<file path="src/verilog/smt_pkg.sv">
`default_nettype none
package smt_pkg;
   // ------------------------------------------------------------------
   // Register offsets
   // ------------------------------------------------------------------
   localparam logic [3:0] ADDR_TX_STATUS_CONTROL = 4'h0;
   localparam logic [3:0] ADDR_RX_STATUS_CONTROL = 4'h1;
   localparam logic [3:0] ADDR_BAUD_CONTROL = 4'h2;
   localparam logic [3:0] ADDR_BAUD_DIVISOR_LOW = 4'h3;
   localparam logic [3:0] ADDR_BAUD_DIVISOR_HIGH = 4'h4;
   localparam logic [3:0] ADDR_TRANSMIT_BUFFER = 4'h5;
   localparam logic [3:0] ADDR_PERIPH_FLAG_ONE = 4'h6;
   localparam logic [3:0] ADDR_PERIPH_ENABLE_ONE = 4'h7;
   localparam logic [3:0] ADDR_FLAG_CLEAR = 4'h8;
   localparam logic [3:0] ADDR_INTERRUPT_CONTROL = 4'h9;

   // ------------------------------------------------------------------
   // Field positions
   // ------------------------------------------------------------------
   localparam int BIT_CLOCK_SOURCE_SELECT = 7;
   localparam int BIT_NINTH_BIT_ENABLE = 6;
   localparam int BIT_TRANSMIT_ENABLE = 5;
   localparam int BIT_SYNC_MODE = 4;
   localparam int BIT_SHIFT_REGISTER_EMPTY = 1;
   localparam int BIT_NINTH_BIT_VALUE = 0;
   localparam int BIT_SERIAL_PORT_ENABLE = 7;
   localparam int BIT_TX_CLOCK_POLARITY = 4;
   localparam int BIT_WIDE_BAUD_SELECT = 3;
   localparam int BIT_BUFFER_EMPTY = 4;
   localparam int BIT_CHAR_DONE = 0;
   localparam int BIT_GLOBAL_INT_ENABLE = 7;
   localparam int BIT_PERIPH_INT_ENABLE = 6;

   // ------------------------------------------------------------------
   // Reset values and counts
   // ------------------------------------------------------------------
   localparam logic [7:0] BYTE_ZERO = 8'h00;
   localparam logic [8:0] SHIFT_IDLE = 9'h1ff;
   localparam logic [3:0] BITS_EIGHT = 4'h8;
   localparam logic [3:0] BITS_NINE = 4'h9;
   localparam logic [3:0] BITS_LAST = 4'h1;
   localparam logic [15:0] DIVISOR_ZERO = 16'h0000;

   typedef enum logic [1:0] {
      SMT_IDLE,
      SMT_LOAD,
      SMT_SHIFT
   } smt_state_e;
endpackage : smt_pkg
`default_nettype wire

</file>
<file path="src/verilog/smt_baud_gen.sv">
`timescale 1ns/1ns
`default_nettype none
module smt_baud_gen (
   input wire logic clk_sys_in,
   input wire logic sys_rst_in,
   input wire logic restart_in,
   input wire logic wide_in,
   input wire logic [7:0] divisor_high_in,
   input wire logic [7:0] divisor_low_in,
   output logic tick_out
);
   logic [15:0] count_q;
   logic [15:0] count_d;
   logic [15:0] reload;
   logic tick_q;
   logic tick_d;

   // ------------------------------------------------------------------
   // Half-period counter
   // ------------------------------------------------------------------
   // Restarting in the idle and load states makes the first clock phase of every character
   // a full half period long.
   always_comb
   begin
      reload = wide_in ? {divisor_high_in, divisor_low_in} : {smt_pkg::BYTE_ZERO, divisor_low_in};
      count_d = count_q;
      tick_d = 1'b0;
      if (restart_in)
      begin
         count_d = reload;
      end
      else if (count_q == smt_pkg::DIVISOR_ZERO)
      begin
         count_d = reload;
         tick_d = 1'b1;
      end
      else
      begin
         count_d = count_q - 16'h0001;
      end
   end

   always_ff @(posedge clk_sys_in or posedge sys_rst_in)
   begin
      if (sys_rst_in)
      begin
         count_q <= smt_pkg::DIVISOR_ZERO;
         tick_q <= 1'b0;
      end
      else
      begin
         count_q <= count_d;
         tick_q <= tick_d;
      end
   end

   assign tick_out = tick_q;
endmodule : smt_baud_gen
`default_nettype wire

</file>
<file path="src/verilog/smt_tx_top.sv">
`timescale 1ns/1ns
`default_nettype none
module smt_tx_top (
   input wire logic clk_sys_in,
   input wire logic sys_rst_in,
   input wire logic [3:0] reg_addr_in,
   input wire logic [7:0] reg_wdata_in,
   input wire logic reg_wr_in,
   input wire logic reg_rd_in,
   output logic [7:0] reg_rdata_out,
   input wire logic rx_busy_in,
   output logic tx_busy_out,
   output logic shift_timing_pin_out,
   output logic shift_timing_pin_oe_out,
   output logic serial_data_pin_out,
   output logic serial_data_pin_oe_out,
   output logic irq_out
);
   // ------------------------------------------------------------------
   // Configuration registers
   // ------------------------------------------------------------------
   logic clock_source_select_q, clock_source_select_d;
   logic ninth_bit_enable_q, ninth_bit_enable_d;
   logic transmit_enable_q, transmit_enable_d;
   logic sync_mode_q, sync_mode_d;
   logic ninth_bit_value_q, ninth_bit_value_d;
   logic serial_port_enable_q, serial_port_enable_d;
   logic tx_clock_polarity_q, tx_clock_polarity_d;
   logic wide_baud_select_q, wide_baud_select_d;
   logic [7:0] baud_divisor_low_q, baud_divisor_low_d;
   logic [7:0] baud_divisor_high_q, baud_divisor_high_d;
   logic transmit_interrupt_enable_q, transmit_interrupt_enable_d;
   logic done_interrupt_enable_q, done_interrupt_enable_d;
   logic global_interrupt_enable_q, global_interrupt_enable_d;
   logic peripheral_interrupt_enable_q, peripheral_interrupt_enable_d;

   function automatic logic hit(input logic [3:0] addr, input logic [3:0] offset);
      hit = (addr == offset);
   endfunction : hit

   logic wr_tx_status, wr_rx_status, wr_baud_control, wr_buffer, wr_clear;
   logic tx_on;

   always_comb
   begin
      wr_tx_status = reg_wr_in && hit(reg_addr_in, smt_pkg::ADDR_TX_STATUS_CONTROL);
      wr_rx_status = reg_wr_in && hit(reg_addr_in, smt_pkg::ADDR_RX_STATUS_CONTROL);
      wr_baud_control = reg_wr_in && hit(reg_addr_in, smt_pkg::ADDR_BAUD_CONTROL);
      wr_buffer = reg_wr_in && hit(reg_addr_in, smt_pkg::ADDR_TRANSMIT_BUFFER);
      wr_clear = reg_wr_in && hit(reg_addr_in, smt_pkg::ADDR_FLAG_CLEAR);
      clock_source_select_d = clock_source_select_q;
      ninth_bit_enable_d = ninth_bit_enable_q;
      transmit_enable_d = transmit_enable_q;
      sync_mode_d = sync_mode_q;
      ninth_bit_value_d = ninth_bit_value_q;
      serial_port_enable_d = serial_port_enable_q;
      tx_clock_polarity_d = tx_clock_polarity_q;
      wide_baud_select_d = wide_baud_select_q;
      baud_divisor_low_d = baud_divisor_low_q;
      baud_divisor_high_d = baud_divisor_high_q;
      transmit_interrupt_enable_d = transmit_interrupt_enable_q;
      done_interrupt_enable_d = done_interrupt_enable_q;
      global_interrupt_enable_d = global_interrupt_enable_q;
      peripheral_interrupt_enable_d = peripheral_interrupt_enable_q;
      if (wr_tx_status)
      begin
         clock_source_select_d = reg_wdata_in[smt_pkg::BIT_CLOCK_SOURCE_SELECT];
         ninth_bit_enable_d = reg_wdata_in[smt_pkg::BIT_NINTH_BIT_ENABLE];
         transmit_enable_d = reg_wdata_in[smt_pkg::BIT_TRANSMIT_ENABLE];
         sync_mode_d = reg_wdata_in[smt_pkg::BIT_SYNC_MODE];
         ninth_bit_value_d = reg_wdata_in[smt_pkg::BIT_NINTH_BIT_VALUE];
      end
      if (wr_rx_status)
      begin
         serial_port_enable_d = reg_wdata_in[smt_pkg::BIT_SERIAL_PORT_ENABLE];
      end
      if (wr_baud_control)
      begin
         tx_clock_polarity_d = reg_wdata_in[smt_pkg::BIT_TX_CLOCK_POLARITY];
         wide_baud_select_d = reg_wdata_in[smt_pkg::BIT_WIDE_BAUD_SELECT];
      end
      if (reg_wr_in && hit(reg_addr_in, smt_pkg::ADDR_BAUD_DIVISOR_LOW))
      begin
         baud_divisor_low_d = reg_wdata_in;
      end
      if (reg_wr_in && hit(reg_addr_in, smt_pkg::ADDR_BAUD_DIVISOR_HIGH))
      begin
         baud_divisor_high_d = reg_wdata_in;
      end
      if (reg_wr_in && hit(reg_addr_in, smt_pkg::ADDR_PERIPH_ENABLE_ONE))
      begin
         transmit_interrupt_enable_d = reg_wdata_in[smt_pkg::BIT_BUFFER_EMPTY];
         done_interrupt_enable_d = reg_wdata_in[smt_pkg::BIT_CHAR_DONE];
      end
      if (reg_wr_in && hit(reg_addr_in, smt_pkg::ADDR_INTERRUPT_CONTROL))
      begin
         global_interrupt_enable_d = reg_wdata_in[smt_pkg::BIT_GLOBAL_INT_ENABLE];
         peripheral_interrupt_enable_d = reg_wdata_in[smt_pkg::BIT_PERIPH_INT_ENABLE];
      end
   end

   always_ff @(posedge clk_sys_in or posedge sys_rst_in)
   begin
      if (sys_rst_in)
      begin
         clock_source_select_q <= 1'b0;
         ninth_bit_enable_q <= 1'b0;
         transmit_enable_q <= 1'b0;
         sync_mode_q <= 1'b0;
         ninth_bit_value_q <= 1'b0;
         serial_port_enable_q <= 1'b0;
         tx_clock_polarity_q <= 1'b0;
         wide_baud_select_q <= 1'b0;
         baud_divisor_low_q <= smt_pkg::BYTE_ZERO;
         baud_divisor_high_q <= smt_pkg::BYTE_ZERO;
         transmit_interrupt_enable_q <= 1'b0;
         done_interrupt_enable_q <= 1'b0;
         global_interrupt_enable_q <= 1'b0;
         peripheral_interrupt_enable_q <= 1'b0;
      end
      else
      begin
         clock_source_select_q <= clock_source_select_d;
         ninth_bit_enable_q <= ninth_bit_enable_d;
         transmit_enable_q <= transmit_enable_d;
         sync_mode_q <= sync_mode_d;
         ninth_bit_value_q <= ninth_bit_value_d;
         serial_port_enable_q <= serial_port_enable_d;
         tx_clock_polarity_q <= tx_clock_polarity_d;
         wide_baud_select_q <= wide_baud_select_d;
         baud_divisor_low_q <= baud_divisor_low_d;
         baud_divisor_high_q <= baud_divisor_high_d;
         transmit_interrupt_enable_q <= transmit_interrupt_enable_d;
         done_interrupt_enable_q <= done_interrupt_enable_d;
         global_interrupt_enable_q <= global_interrupt_enable_d;
         peripheral_interrupt_enable_q <= peripheral_interrupt_enable_d;
      end
   end

   // Master, synchronous, pins claimed and transmit enabled.
   assign tx_on = clock_source_select_q && sync_mode_q && serial_port_enable_q
                  && transmit_enable_q;

   // ------------------------------------------------------------------
   // Transmit buffer, shift register and sequencer
   // ------------------------------------------------------------------
   smt_pkg::smt_state_e state_q, state_d;
   logic [7:0] buffer_q, buffer_d;
   logic buffer_full_q, buffer_full_d;
   logic [8:0] shift_q, shift_d;
   logic [3:0] bits_left_q, bits_left_d;
   logic phase_q, phase_d;
   logic clock_pin_q, clock_pin_d;
   logic char_done_q, char_done_d;
   logic half_tick;
   logic char_end;

   smt_baud_gen u_baud (
      .clk_sys_in(clk_sys_in),
      .sys_rst_in(sys_rst_in),
      .restart_in(state_q != smt_pkg::SMT_SHIFT),
      .wide_in(wide_baud_select_q),
      .divisor_high_in(baud_divisor_high_q),
      .divisor_low_in(baud_divisor_low_q),
      .tick_out(half_tick)
   );

   always_comb
   begin
      state_d = state_q;
      shift_d = shift_q;
      bits_left_d = bits_left_q;
      phase_d = phase_q;
      char_end = 1'b0;
      buffer_d = wr_buffer ? reg_wdata_in : buffer_q;
      case (state_q)
         smt_pkg::SMT_IDLE:
         begin
            if (tx_on && buffer_full_q && !rx_busy_in)
            begin
               state_d = smt_pkg::SMT_LOAD;
            end
         end
         smt_pkg::SMT_LOAD:
         begin
            shift_d = {ninth_bit_value_q, buffer_q};
            bits_left_d = ninth_bit_enable_q ? smt_pkg::BITS_NINE : smt_pkg::BITS_EIGHT;
            phase_d = 1'b0;
            state_d = smt_pkg::SMT_SHIFT;
         end
         smt_pkg::SMT_SHIFT:
         begin
            // Dropping any enable aborts the character mid-way.
            if (!tx_on)
            begin
               state_d = smt_pkg::SMT_IDLE;
               shift_d = smt_pkg::SHIFT_IDLE;
            end
            else if (half_tick && !phase_q)
            begin
               phase_d = 1'b1;
            end
            else if (half_tick)
            begin
               phase_d = 1'b0;
               shift_d = {1'b1, shift_q[8:1]};
               bits_left_d = bits_left_q - 4'h1;
               if (bits_left_q == smt_pkg::BITS_LAST)
               begin
                  char_end = 1'b1;
                  // Back-to-back characters reload at once.
                  state_d = (buffer_full_q && !rx_busy_in) ? smt_pkg::SMT_LOAD
                                                           : smt_pkg::SMT_IDLE;
               end
            end
         end
         default:
         begin
            state_d = smt_pkg::SMT_IDLE;
         end
      endcase
      // A write in the transfer cycle refills the buffer: the set wins.
      if (wr_buffer)
      begin
         buffer_full_d = 1'b1;
      end
      else if (state_q == smt_pkg::SMT_LOAD)
      begin
         buffer_full_d = 1'b0;
      end
      else
      begin
         buffer_full_d = buffer_full_q;
      end
      clock_pin_d = (state_d == smt_pkg::SMT_SHIFT && phase_d) ? !tx_clock_polarity_d
                                                             : tx_clock_polarity_d;
      char_done_d = char_end || (char_done_q
                    && !(wr_clear && reg_wdata_in[smt_pkg::BIT_CHAR_DONE]));
   end

   always_ff @(posedge clk_sys_in or posedge sys_rst_in)
   begin
      if (sys_rst_in)
      begin
         state_q <= smt_pkg::SMT_IDLE;
         buffer_q <= smt_pkg::BYTE_ZERO;
         buffer_full_q <= 1'b0;
         shift_q <= smt_pkg::SHIFT_IDLE;
         bits_left_q <= 4'h0;
         phase_q <= 1'b0;
         clock_pin_q <= 1'b0;
         char_done_q <= 1'b0;
      end
      else
      begin
         state_q <= state_d;
         buffer_q <= buffer_d;
         buffer_full_q <= buffer_full_d;
         shift_q <= shift_d;
         bits_left_q <= bits_left_d;
         phase_q <= phase_d;
         clock_pin_q <= clock_pin_d;
         char_done_q <= char_done_d;
      end
   end

   // ------------------------------------------------------------------
   // Pins, status and interrupt
   // ------------------------------------------------------------------
   logic buffer_empty_flag;
   logic shift_register_empty;

   assign buffer_empty_flag = !buffer_full_q;
   assign shift_register_empty = (state_q != smt_pkg::SMT_SHIFT);
   assign tx_busy_out = (state_q != smt_pkg::SMT_IDLE);
   assign shift_timing_pin_out = clock_pin_q;
   assign shift_timing_pin_oe_out = serial_port_enable_q && sync_mode_q
                                    && clock_source_select_q;
   assign serial_data_pin_out = shift_q[0];
   assign serial_data_pin_oe_out = tx_on;
   assign irq_out = global_interrupt_enable_q && peripheral_interrupt_enable_q
                    && ((buffer_empty_flag && transmit_interrupt_enable_q)
                    || (char_done_q && done_interrupt_enable_q));

   // ------------------------------------------------------------------
   // Read port
   // ------------------------------------------------------------------
   logic [7:0] rdata_q, rdata_d;

   always_comb
   begin
      rdata_d = smt_pkg::BYTE_ZERO;
      if (reg_rd_in)
      begin
         // No offset reaches the shift register itself.
         case (reg_addr_in)
            smt_pkg::ADDR_TX_STATUS_CONTROL:
            begin
               rdata_d[smt_pkg::BIT_CLOCK_SOURCE_SELECT] = clock_source_select_q;
               rdata_d[smt_pkg::BIT_NINTH_BIT_ENABLE] = ninth_bit_enable_q;
               rdata_d[smt_pkg::BIT_TRANSMIT_ENABLE] = transmit_enable_q;
               rdata_d[smt_pkg::BIT_SYNC_MODE] = sync_mode_q;
               rdata_d[smt_pkg::BIT_SHIFT_REGISTER_EMPTY] = shift_register_empty;
               rdata_d[smt_pkg::BIT_NINTH_BIT_VALUE] = ninth_bit_value_q;
            end
            smt_pkg::ADDR_RX_STATUS_CONTROL:
               rdata_d[smt_pkg::BIT_SERIAL_PORT_ENABLE] = serial_port_enable_q;
            smt_pkg::ADDR_BAUD_CONTROL:
            begin
               rdata_d[smt_pkg::BIT_TX_CLOCK_POLARITY] = tx_clock_polarity_q;
               rdata_d[smt_pkg::BIT_WIDE_BAUD_SELECT] = wide_baud_select_q;
            end
            smt_pkg::ADDR_BAUD_DIVISOR_LOW: rdata_d = baud_divisor_low_q;
            smt_pkg::ADDR_BAUD_DIVISOR_HIGH: rdata_d = baud_divisor_high_q;
            smt_pkg::ADDR_TRANSMIT_BUFFER: rdata_d = buffer_q;
            smt_pkg::ADDR_PERIPH_FLAG_ONE:
            begin
               rdata_d[smt_pkg::BIT_BUFFER_EMPTY] = buffer_empty_flag;
               rdata_d[smt_pkg::BIT_CHAR_DONE] = char_done_q;
            end
            smt_pkg::ADDR_PERIPH_ENABLE_ONE:
            begin
               rdata_d[smt_pkg::BIT_BUFFER_EMPTY] = transmit_interrupt_enable_q;
               rdata_d[smt_pkg::BIT_CHAR_DONE] = done_interrupt_enable_q;
            end
            smt_pkg::ADDR_INTERRUPT_CONTROL:
            begin
               rdata_d[smt_pkg::BIT_GLOBAL_INT_ENABLE] = global_interrupt_enable_q;
               rdata_d[smt_pkg::BIT_PERIPH_INT_ENABLE] = peripheral_interrupt_enable_q;
            end
            default: rdata_d = smt_pkg::BYTE_ZERO;
         endcase
      end
   end

   always_ff @(posedge clk_sys_in or posedge sys_rst_in)
   begin
      if (sys_rst_in)
      begin
         rdata_q <= smt_pkg::BYTE_ZERO;
      end
      else
      begin
         rdata_q <= rdata_d;
      end
   end

   assign reg_rdata_out = rdata_q;

   // ------------------------------------------------------------------
   // Assertions
   // ------------------------------------------------------------------
   mode_gate_a: assert property (@(posedge clk_sys_in) disable iff (sys_rst_in)
      state_q == smt_pkg::SMT_LOAD |-> $past(clock_source_select_q && sync_mode_q))
      else $error("load without master synchronous mode");
   half_duplex_a: assert property (@(posedge clk_sys_in) disable iff (sys_rst_in)
      state_q == smt_pkg::SMT_LOAD |-> !$past(rx_busy_in))
      else $error("transfer began during reception");
   idle_clock_a: assert property (@(posedge clk_sys_in) disable iff (sys_rst_in)
      (state_q == smt_pkg::SMT_IDLE && $past(state_q == smt_pkg::SMT_IDLE)
       && $stable(tx_clock_polarity_q)) |-> shift_timing_pin_out == tx_clock_polarity_q)
      else $error("clock pin not at idle level");
   clock_active_a: assert property (@(posedge clk_sys_in) disable iff (sys_rst_in)
      (state_q == smt_pkg::SMT_SHIFT && phase_q) |-> shift_timing_pin_out != tx_clock_polarity_q)
      else $error("clock pin not active in second half");
   load_one_cycle_a: assert property (@(posedge clk_sys_in) disable iff (sys_rst_in)
      (state_q == smt_pkg::SMT_LOAD && !wr_buffer) |=> buffer_empty_flag
                                                   && state_q == smt_pkg::SMT_SHIFT)
      else $error("buffer not empty one cycle after transfer");
   flag_clear_a: assert property (@(posedge clk_sys_in) disable iff (sys_rst_in)
      $fell(buffer_empty_flag) |-> $past(wr_buffer))
      else $error("buffer empty flag cleared without a buffer write");
   reload_after_last_a: assert property (@(posedge clk_sys_in) disable iff (sys_rst_in)
      (state_q == smt_pkg::SMT_SHIFT ##1 state_q == smt_pkg::SMT_LOAD)
      |-> $past(char_end))
      else $error("shift register reloaded before last bit");
   lsb_first_a: assert property (@(posedge clk_sys_in) disable iff (sys_rst_in)
      (state_q == smt_pkg::SMT_SHIFT && tx_on && half_tick && phase_q)
      |=> serial_data_pin_out == $past(shift_q[1]))
      else $error("data line did not advance to next bit");
   start_shift_a: assert property (@(posedge clk_sys_in) disable iff (sys_rst_in)
      (wr_buffer && tx_on && !buffer_full_q && state_q == smt_pkg::SMT_IDLE)
      ##1 (tx_on && !rx_busy_in)
      |=> state_q == smt_pkg::SMT_LOAD)
      else $error("buffer load did not start shifting");
   nine_bits_a: assert property (@(posedge clk_sys_in) disable iff (sys_rst_in)
      (state_q == smt_pkg::SMT_LOAD && ninth_bit_enable_q)
      |=> bits_left_q == smt_pkg::BITS_NINE && shift_q[8] == $past(ninth_bit_value_q))
      else $error("ninth bit not loaded");
   irq_gate_a: assert property (@(posedge clk_sys_in) disable iff (sys_rst_in)
      (buffer_empty_flag && !transmit_interrupt_enable_q && !char_done_q) |-> !irq_out)
      else $error("interrupt raised with transmit interrupt disabled");
endmodule : smt_tx_top
`default_nettype wire

</file>
<file path="config.mk">
export PLATFORM = sky130hd
export DESIGN_NAME = smt_tx_top
export DESIGN_NICKNAME = d
export VERILOG_FILES = /design/src/verilog/smt_pkg.sv /design/src/verilog/smt_baud_gen.sv /design/src/verilog/smt_tx_top.sv
export SDC_FILE = /design/constraint.sdc
export NUM_CORES = 1
export LEC_CHECK = 0
export BUFFER_PORTS_ARGS = -buffer_cell sky130_fd_sc_hd__clkbuf_2
export CAP_MARGIN = 20
export CORE_MARGIN = 5
export CORE_UTILIZATION = 39
export CTS_CLUSTER_DIAMETER = 60
export DETAILED_ROUTE_END_ITERATION = 8
export PLACE_DENSITY = 0.65
export SYNTH_ARGS = -nofsm -noshare
export SYNTH_HDL_FRONTEND = slang
export SYNTH_SLANG_ARGS = --single-unit
</file>
<file path="constraint.sdc">
create_clock -name clk_sys_in -period 3.48 [get_ports clk_sys_in]
set_clock_uncertainty 0.2 [all_clocks]
set_input_delay 0.696 -clock clk_sys_in [delete_from_list [all_inputs] [get_ports clk_sys_in]]
set_output_delay 0.696 -clock clk_sys_in [all_outputs]
set_load 0.01 [all_outputs]
</file>
# Word-level counts from Yosys, hierarchy flattened
# Cells that the tools add are included.
[totals]
register_bits = 80
input_bits = 17
output_inout_bits = 14
elab_cells = 129
[op_classes]
addsub = 2
n_eq_ne = 19
mux = 43
reduce_logical = 40
[ops]
columns = ["cell", "count"]
rows = [
  ["2-to-1 mux 16 bit", 3],
  ["2-to-1 mux 9 bit", 3],
  ["logical AND 1 bit", 25],
  ["one-hot mux 9 bit (2 select lines)", 1],
  ["== test 4 x 3 -> 1 bit (second input constant)", 4],
  ["zero test 16 bit", 1],
  ["2-to-1 mux 1 bit", 16],
  ["subtractor 16 x 1 -> 16 bit (second input constant)", 1],
  ["2-to-1 mux 4 bit", 3],
  ["one-hot mux 1 bit (4 select lines)", 3],
  ["one-hot mux 1 bit (6 select lines)", 2],
  ["2-to-1 mux 2 bit", 5],
  ["== test 4 x 1 -> 1 bit (second input constant)", 2],
  ["== test 4 x 2 -> 1 bit (second input constant)", 2],
  ["== test 4 bit (second input constant)", 2],
  ["2-to-1 mux 8 bit", 1],
  ["one-hot mux 4 bit (2 select lines)", 1],
  ["one-hot mux 1 bit (7 select lines)", 1],
  ["!= test 2 bit (second input constant)", 3],
  ["one-hot mux 2 bit (3 select lines)", 1],
  ["nonzero test 2 bit", 3],
  ["zero test 1 bit", 5],
  ["one-hot mux 1 bit (5 select lines)", 1],
  ["== test 2 bit (second input constant)", 2],
  ["12 further kinds", 13],
]

# Logic depth before layout (Yosys ltp)
[depth]
ltp_word = 11
ltp_mapped = 8
ltp_nobuf = 7

# Hierarchy
# From an unflattened synthesis, not the netlist that was laid out.
[unflattened]
hier_cells = 371
area_unflattened_um2 = 4131.5
[by_module_without_submodules]
columns = ["mod", "instances", "cells_per_inst", "area_each_um2", "seq_area_each_um2"]
rows = [
  ["smt_tx_top", 1, 275, 3116.7, 1587.8],
  ["smt_baud_gen", 1, 96, 1014.7, 425.4],
]

# Least setup slack after synthesis
# OpenSTA, ideal clock, no wires.
[synth_path]
path_type = "input port to flip-flop"
from = "in reg_addr_in[2]"
to = "reg rdata_q[4], in the netlist reg_rdata_out[4]"
setup_time_ns = 0.128
arrival_ns = 1.766
t_required_ns = 3.152
slack_ns = 1.386
cell_stages = 5
path_buffers = 2
cell_sequence = "buf_2 -> buf_2 -> mux2_2 -> a222oi_1 -> nor2_1"
[synth_via]
elab_chain_len = 3
elab_cells_between_ends = 9
classes_between = "6 x eq/ne; 2 x mux; 1 x reduce/logical"
[synth_rtl]
columns = ["element", "line", "rtl"]
rows = [
  ["from (decl)", "smt_tx_top.sv:6", "input wire logic [3:0] reg_addr_in,"],
  ["== test 4 x 3 -> 1 bit, or another cell as far along", "smt_tx_top.sv:296", "case (reg_addr_in)"],
  ["one-hot mux 1 bit (7 select lines) (*)", "smt_tx_top.sv:296", ""],
  ["2-to-1 mux 8 bit (*)", "smt_tx_top.sv:293", "if (reg_rd_in)"],
  ["via rdata_d[4]", "smt_tx_top.sv:288", "logic [7:0] rdata_q, rdata_d;"],
  ["to (signal assigned)", "smt_tx_top.sv:340", "rdata_q <= smt_pkg::BYTE_ZERO;"],
  ["to (signal assigned)", "smt_tx_top.sv:344", "rdata_q <= rdata_d;"],
  ["to (decl)", "smt_tx_top.sv:288", ""],
]
# Mark *: on every way through the listed nets, which the timed path passes. The rest lies on a longest branch.
# A chain may end at the register's enable or synchronous reset.

# Worst setup path in the final report
[layout_path]
from = "reg state_q[0]"
to = "reg clock_pin_q, in the netlist shift_timing_pin_out"
[layout_via]
elab_chain_len = 8
elab_cells_between_ends = 13
classes_between = "3 x eq/ne; 8 x mux; 2 x reduce/logical"
[layout_rtl]
columns = ["element", "line", "rtl"]
rows = [
  ["from (decl)", "smt_tx_top.sv:147", "smt_pkg::smt_state_e state_q, state_d;"],
  ["from (signal assigned)", "smt_tx_top.sv:245", "state_q <= smt_pkg::SMT_IDLE;"],
  ["from (signal assigned)", "smt_tx_top.sv:256", "state_q <= state_d;"],
  ["2-to-1 mux 2 bit", "smt_tx_top.sv:208", "if (bits_left_q == smt_pkg::BITS_LAST)"],
  ["2-to-1 mux 2 bit", "smt_tx_top.sv:203", "else if (half_tick)"],
  ["2-to-1 mux 2 bit", "smt_tx_top.sv:199", "else if (half_tick && !phase_q)"],
  ["2-to-1 mux 2 bit", "smt_tx_top.sv:194", "if (!tx_on)"],
  ["one-hot mux 2 bit (3 select lines)", "smt_tx_top.sv:176", "case (state_q)"],
  ["== test 2 bit", "smt_tx_top.sv:235", "clock_pin_d = (state_d == smt_pkg::SMT_SHIFT && phase_d) ? !tx_clock_polarity_d"],
  ["logical AND 1 bit (*)", "smt_tx_top.sv:235", ""],
  ["2-to-1 mux 1 bit (*)", "smt_tx_top.sv:235", ""],
  ["via clock_pin_d", "smt_tx_top.sv:153", "logic clock_pin_q, clock_pin_d;"],
  ["to (signal assigned)", "smt_tx_top.sv:262", "clock_pin_q <= clock_pin_d;"],
  ["to (decl)", "smt_tx_top.sv:153", ""],
]
# Marks and branches as above.

==> results.json <==
{
  "setup_viol": 0,
  "worst_slew_pin_slew_ns": 0.745,
  "tritoncts": "done",
  "initial_core_util_pct": 39.5,
  "cts_buffers": 9,
  "grt_antenna_before_repair": 0,
  "design.die.area_sq_um": 12400,
  "met3_length_microns": 580,
  "highest_layer": "met4",
  "ys_warn_count": 0,
  "arrival_ns": 2.77,
  "io_pins": 31,
  "port_buffers": 30,
  "setup_tns_ns": 0,
  "grt_pass1_wl_microns": 15500,
  "status": "complete, no violations",
  "leakage_nw": 1.97,
  "synth_fa_ha_area_share_pct": 2.80,
  "cts_htree_levels": 3,
  "yosysSeqAreaShare_pct": 50.1,
  "setup_ws_ns": 0.799,
  "synth-compound-area-share_pct": 11.7,
  "rsz0062_at_grt": "false",
  "yosys.area_share.xor_xnor_pct": 3.27,
  "drive_gt1_share_pct": 26.0,
  "post_cts_buffers": 0,
  "ctsHoldBuffers": 0,
  "startpoint_type": "flop",
  "cts_buffer_depth": 2,
  "required_ns": 3.57,
  "drv_slew": 0,
  "ant_nets": 0,
  "fillCellCount": 970,
  "multi_input_area_sq_um": 1890,
  "post-place-ws_ns": 0.790,
  "yosys.area.top_type": "dfrtp_1",
  "synth_most_common_cell": "dfrtp_1",
  "totalWireLength_microns": 9350,
  "ctsResizeCount": 0,
  "synth_common_cells": "dfrtp_1 (71), nand2_1 (38), mux2_2 (37)",
  "grt_pass1_vias": 2981,
  "synth_seq_cells": 80,
  "num_rows": 37,
  "clockRootBuffer": "clkbuf_8",
  "synthesis.nets": 401,
  "clkSinkCount": 80,
  "synth.top_cell.area_share_pct": 44.2,
  "met1_length_microns": 4290,
  "synth_top_family_by_area": "simple AND/OR/NAND/NOR gates",
  "clock_latency_ns": 0.36,
  "ys_types": 52,
  "ys.flop_type": "dfrtp_1",
  "die-height_microns": 112,
  "max-vdd-ir-drop_mv": 0.273,
  "dr_total_vias": 2944,
  "worstSetupPathType": "flop to flop",
  "synthMuxAreaShare_pct": 12.7,
  "first_pass_iters": 5,
  "hold_viol_final": 0,
  "drc": 0,
  "endpoint_kind": "flop",
  "antenna_cells": 0,
  "grt_overflow_total": 0,
  "synth_edf_count": 0,
  "avgViaCountPerCell": 5.38,
  "path_clk_slew_ns": 0.08,
  "min_path_type": "primary input to async pin",
  "max_freq_mhz": 373,
  "nets": 432,
  "syn_avg_cell_area_sq_um": 10.7,
  "seq_area_sq_um": 2010,
  "slew-limit-headroom_pct": 50.3,
  "die_w_microns": 112,
  "synth_simple_gate_area_share_pct": 16.7,
  "routabilityCongestion": 0.899,
  "async_flop_share_pct": 100,
  "period_needed_ns": 2.68,
  "drt-initial-drc-count": 251,
  "core_sq_um": 10200,
  "cap_violations": 0,
  "grt_usage_pct": 15.7,
  "syn-cell-area_sq_um": 4020,
  "hpwl_microns": 6980,
  "pwr_density_cell_nw_per_um2": 710,
  "path_max_fanout": 17,
  "synthCells": 375,
  "finalCritPeriodShare_pct": 77.0,
  "grt_max_degree": 43,
  "wl_met2_microns": 4190,
  "yosys-top-cells-area": "dfrtp_1 (44%), mux2_2 (10%), dfstp_2 (5.9%)",
  "syn_to_final_growth_pct": 13.8,
  "post_drt_wl_per_cell_microns": 17.1
}
worst max-delay path, stage by stage, from the launching register on:
cell	delay, ns
dfrtp_1	0.43
inv_1	0.12
ha_1	0.62
inv_1	0.34
a2111oi_2	0.36
a311oi_1	0.10
and4bb_1	0.29
xor2_1	0.14
layout make-up:
class | count | share of cell area, %
Clock inverter | 5 | 2.79
Clock buffer | 11 | 3.09
Sequential cell | 80 | 44.0
Multi-Input combinational cell | 268 | 41.4
Inverter | 14 | 1.18
Tap cell | 136 | 3.72
Timing Repair Buffer | 33 | 3.78
where the power goes:
group | internal, mW | switching [mW] | leakage (nW)
registers | 1.21 | 0.236 | 0.992
logic | 0.387 | 0.511 | 0.850
clock network | 0.569 | 0.336 | 0.130
logic make-up (layout without fill, tap and decap cells):
family	after synthesis	count (layout)
buffers and inverters	27	63
adder cells (fa/ha/maj)	9	9
flip-flops	80	80
AO/OA/AOI/OAI	74	74
AND/OR/NAND/NOR	124	124
multiplexers	46	46
XOR/XNOR	15	15
through the flow:
step	utilization [%]	std cells	hold slack, ns	cell area (sq um)	power, mW
global route	44.9	547	0.264	4570	3.45
floorplan	-	375	0.245	4020	2.09
CTS	44.9	547	0.220	4570	3.27
finish	44.9	547	0.212	4570	3.25
detailed placement	42.3	531	0.259	4300	2.36
global placement	42.3	531	0.254	4300	2.33
layout by cell type, fill, tap and decap left out, types with 4 or more instances in the layout:
cell,n
dfstp_2,9
bufinv_16,4
a22o_1,5
clkbuf_2,30
nand3_1,16
o21ai_1,24
nand2b_1,7
a21oi_1,12
mux2i_1,6
ha_1,9
nor2b_1,6
nor2_1,22
xor2_1,5
dfrtp_1,71
a22oi_1,4
nand2_1,38
clkbuf_8,10
mux2_2,37
xnor2_1,10
o22ai_1,9
o21ai_0,5
inv_1,13
nor3_1,11
routing by layer:
metal	GRT usage (%)	vias up
met5	0	-
li1	-	1406
met1	21.7	1409
met3	3.53	25
met4	8.27	0
met2	23.2	104
final timing paths:
kind                                   startpoint                              to  slack [ns]  cells after the start
max                          state_q[0]$_DFF_PP0_  shift_timing_pin_out$_DFF_PP0_        0.80                      7
min                                    sys_rst_in               phase_q$_DFF_PP0_        0.21                      2
max reg2reg                  state_q[0]$_DFF_PP0_  shift_timing_pin_out$_DFF_PP0_        0.80                      7
min reg2reg                shift_q[2]$_DFFE_PP1P_          shift_q[2]$_DFFE_PP1P_        0.27                      2
max in group asynchronous              sys_rst_in     u_baud.count_q[3]$_DFF_PP0_        2.12                      3
min in group clk_sys_in    shift_q[2]$_DFFE_PP1P_          shift_q[2]$_DFFE_PP1P_        0.27                      2
registers in the layout (all words and copies together) (netlist names), 2 cells and up:
name and cells:
baud_divisor_high_q 8, reg_rdata_out 8, bits_left_q 4, shift_q 9
u_baud.count_q 16, state_q 2, buffer_q 8, baud_divisor_low_q 8
No activity file was read; power rests on OpenSTA's default activity.
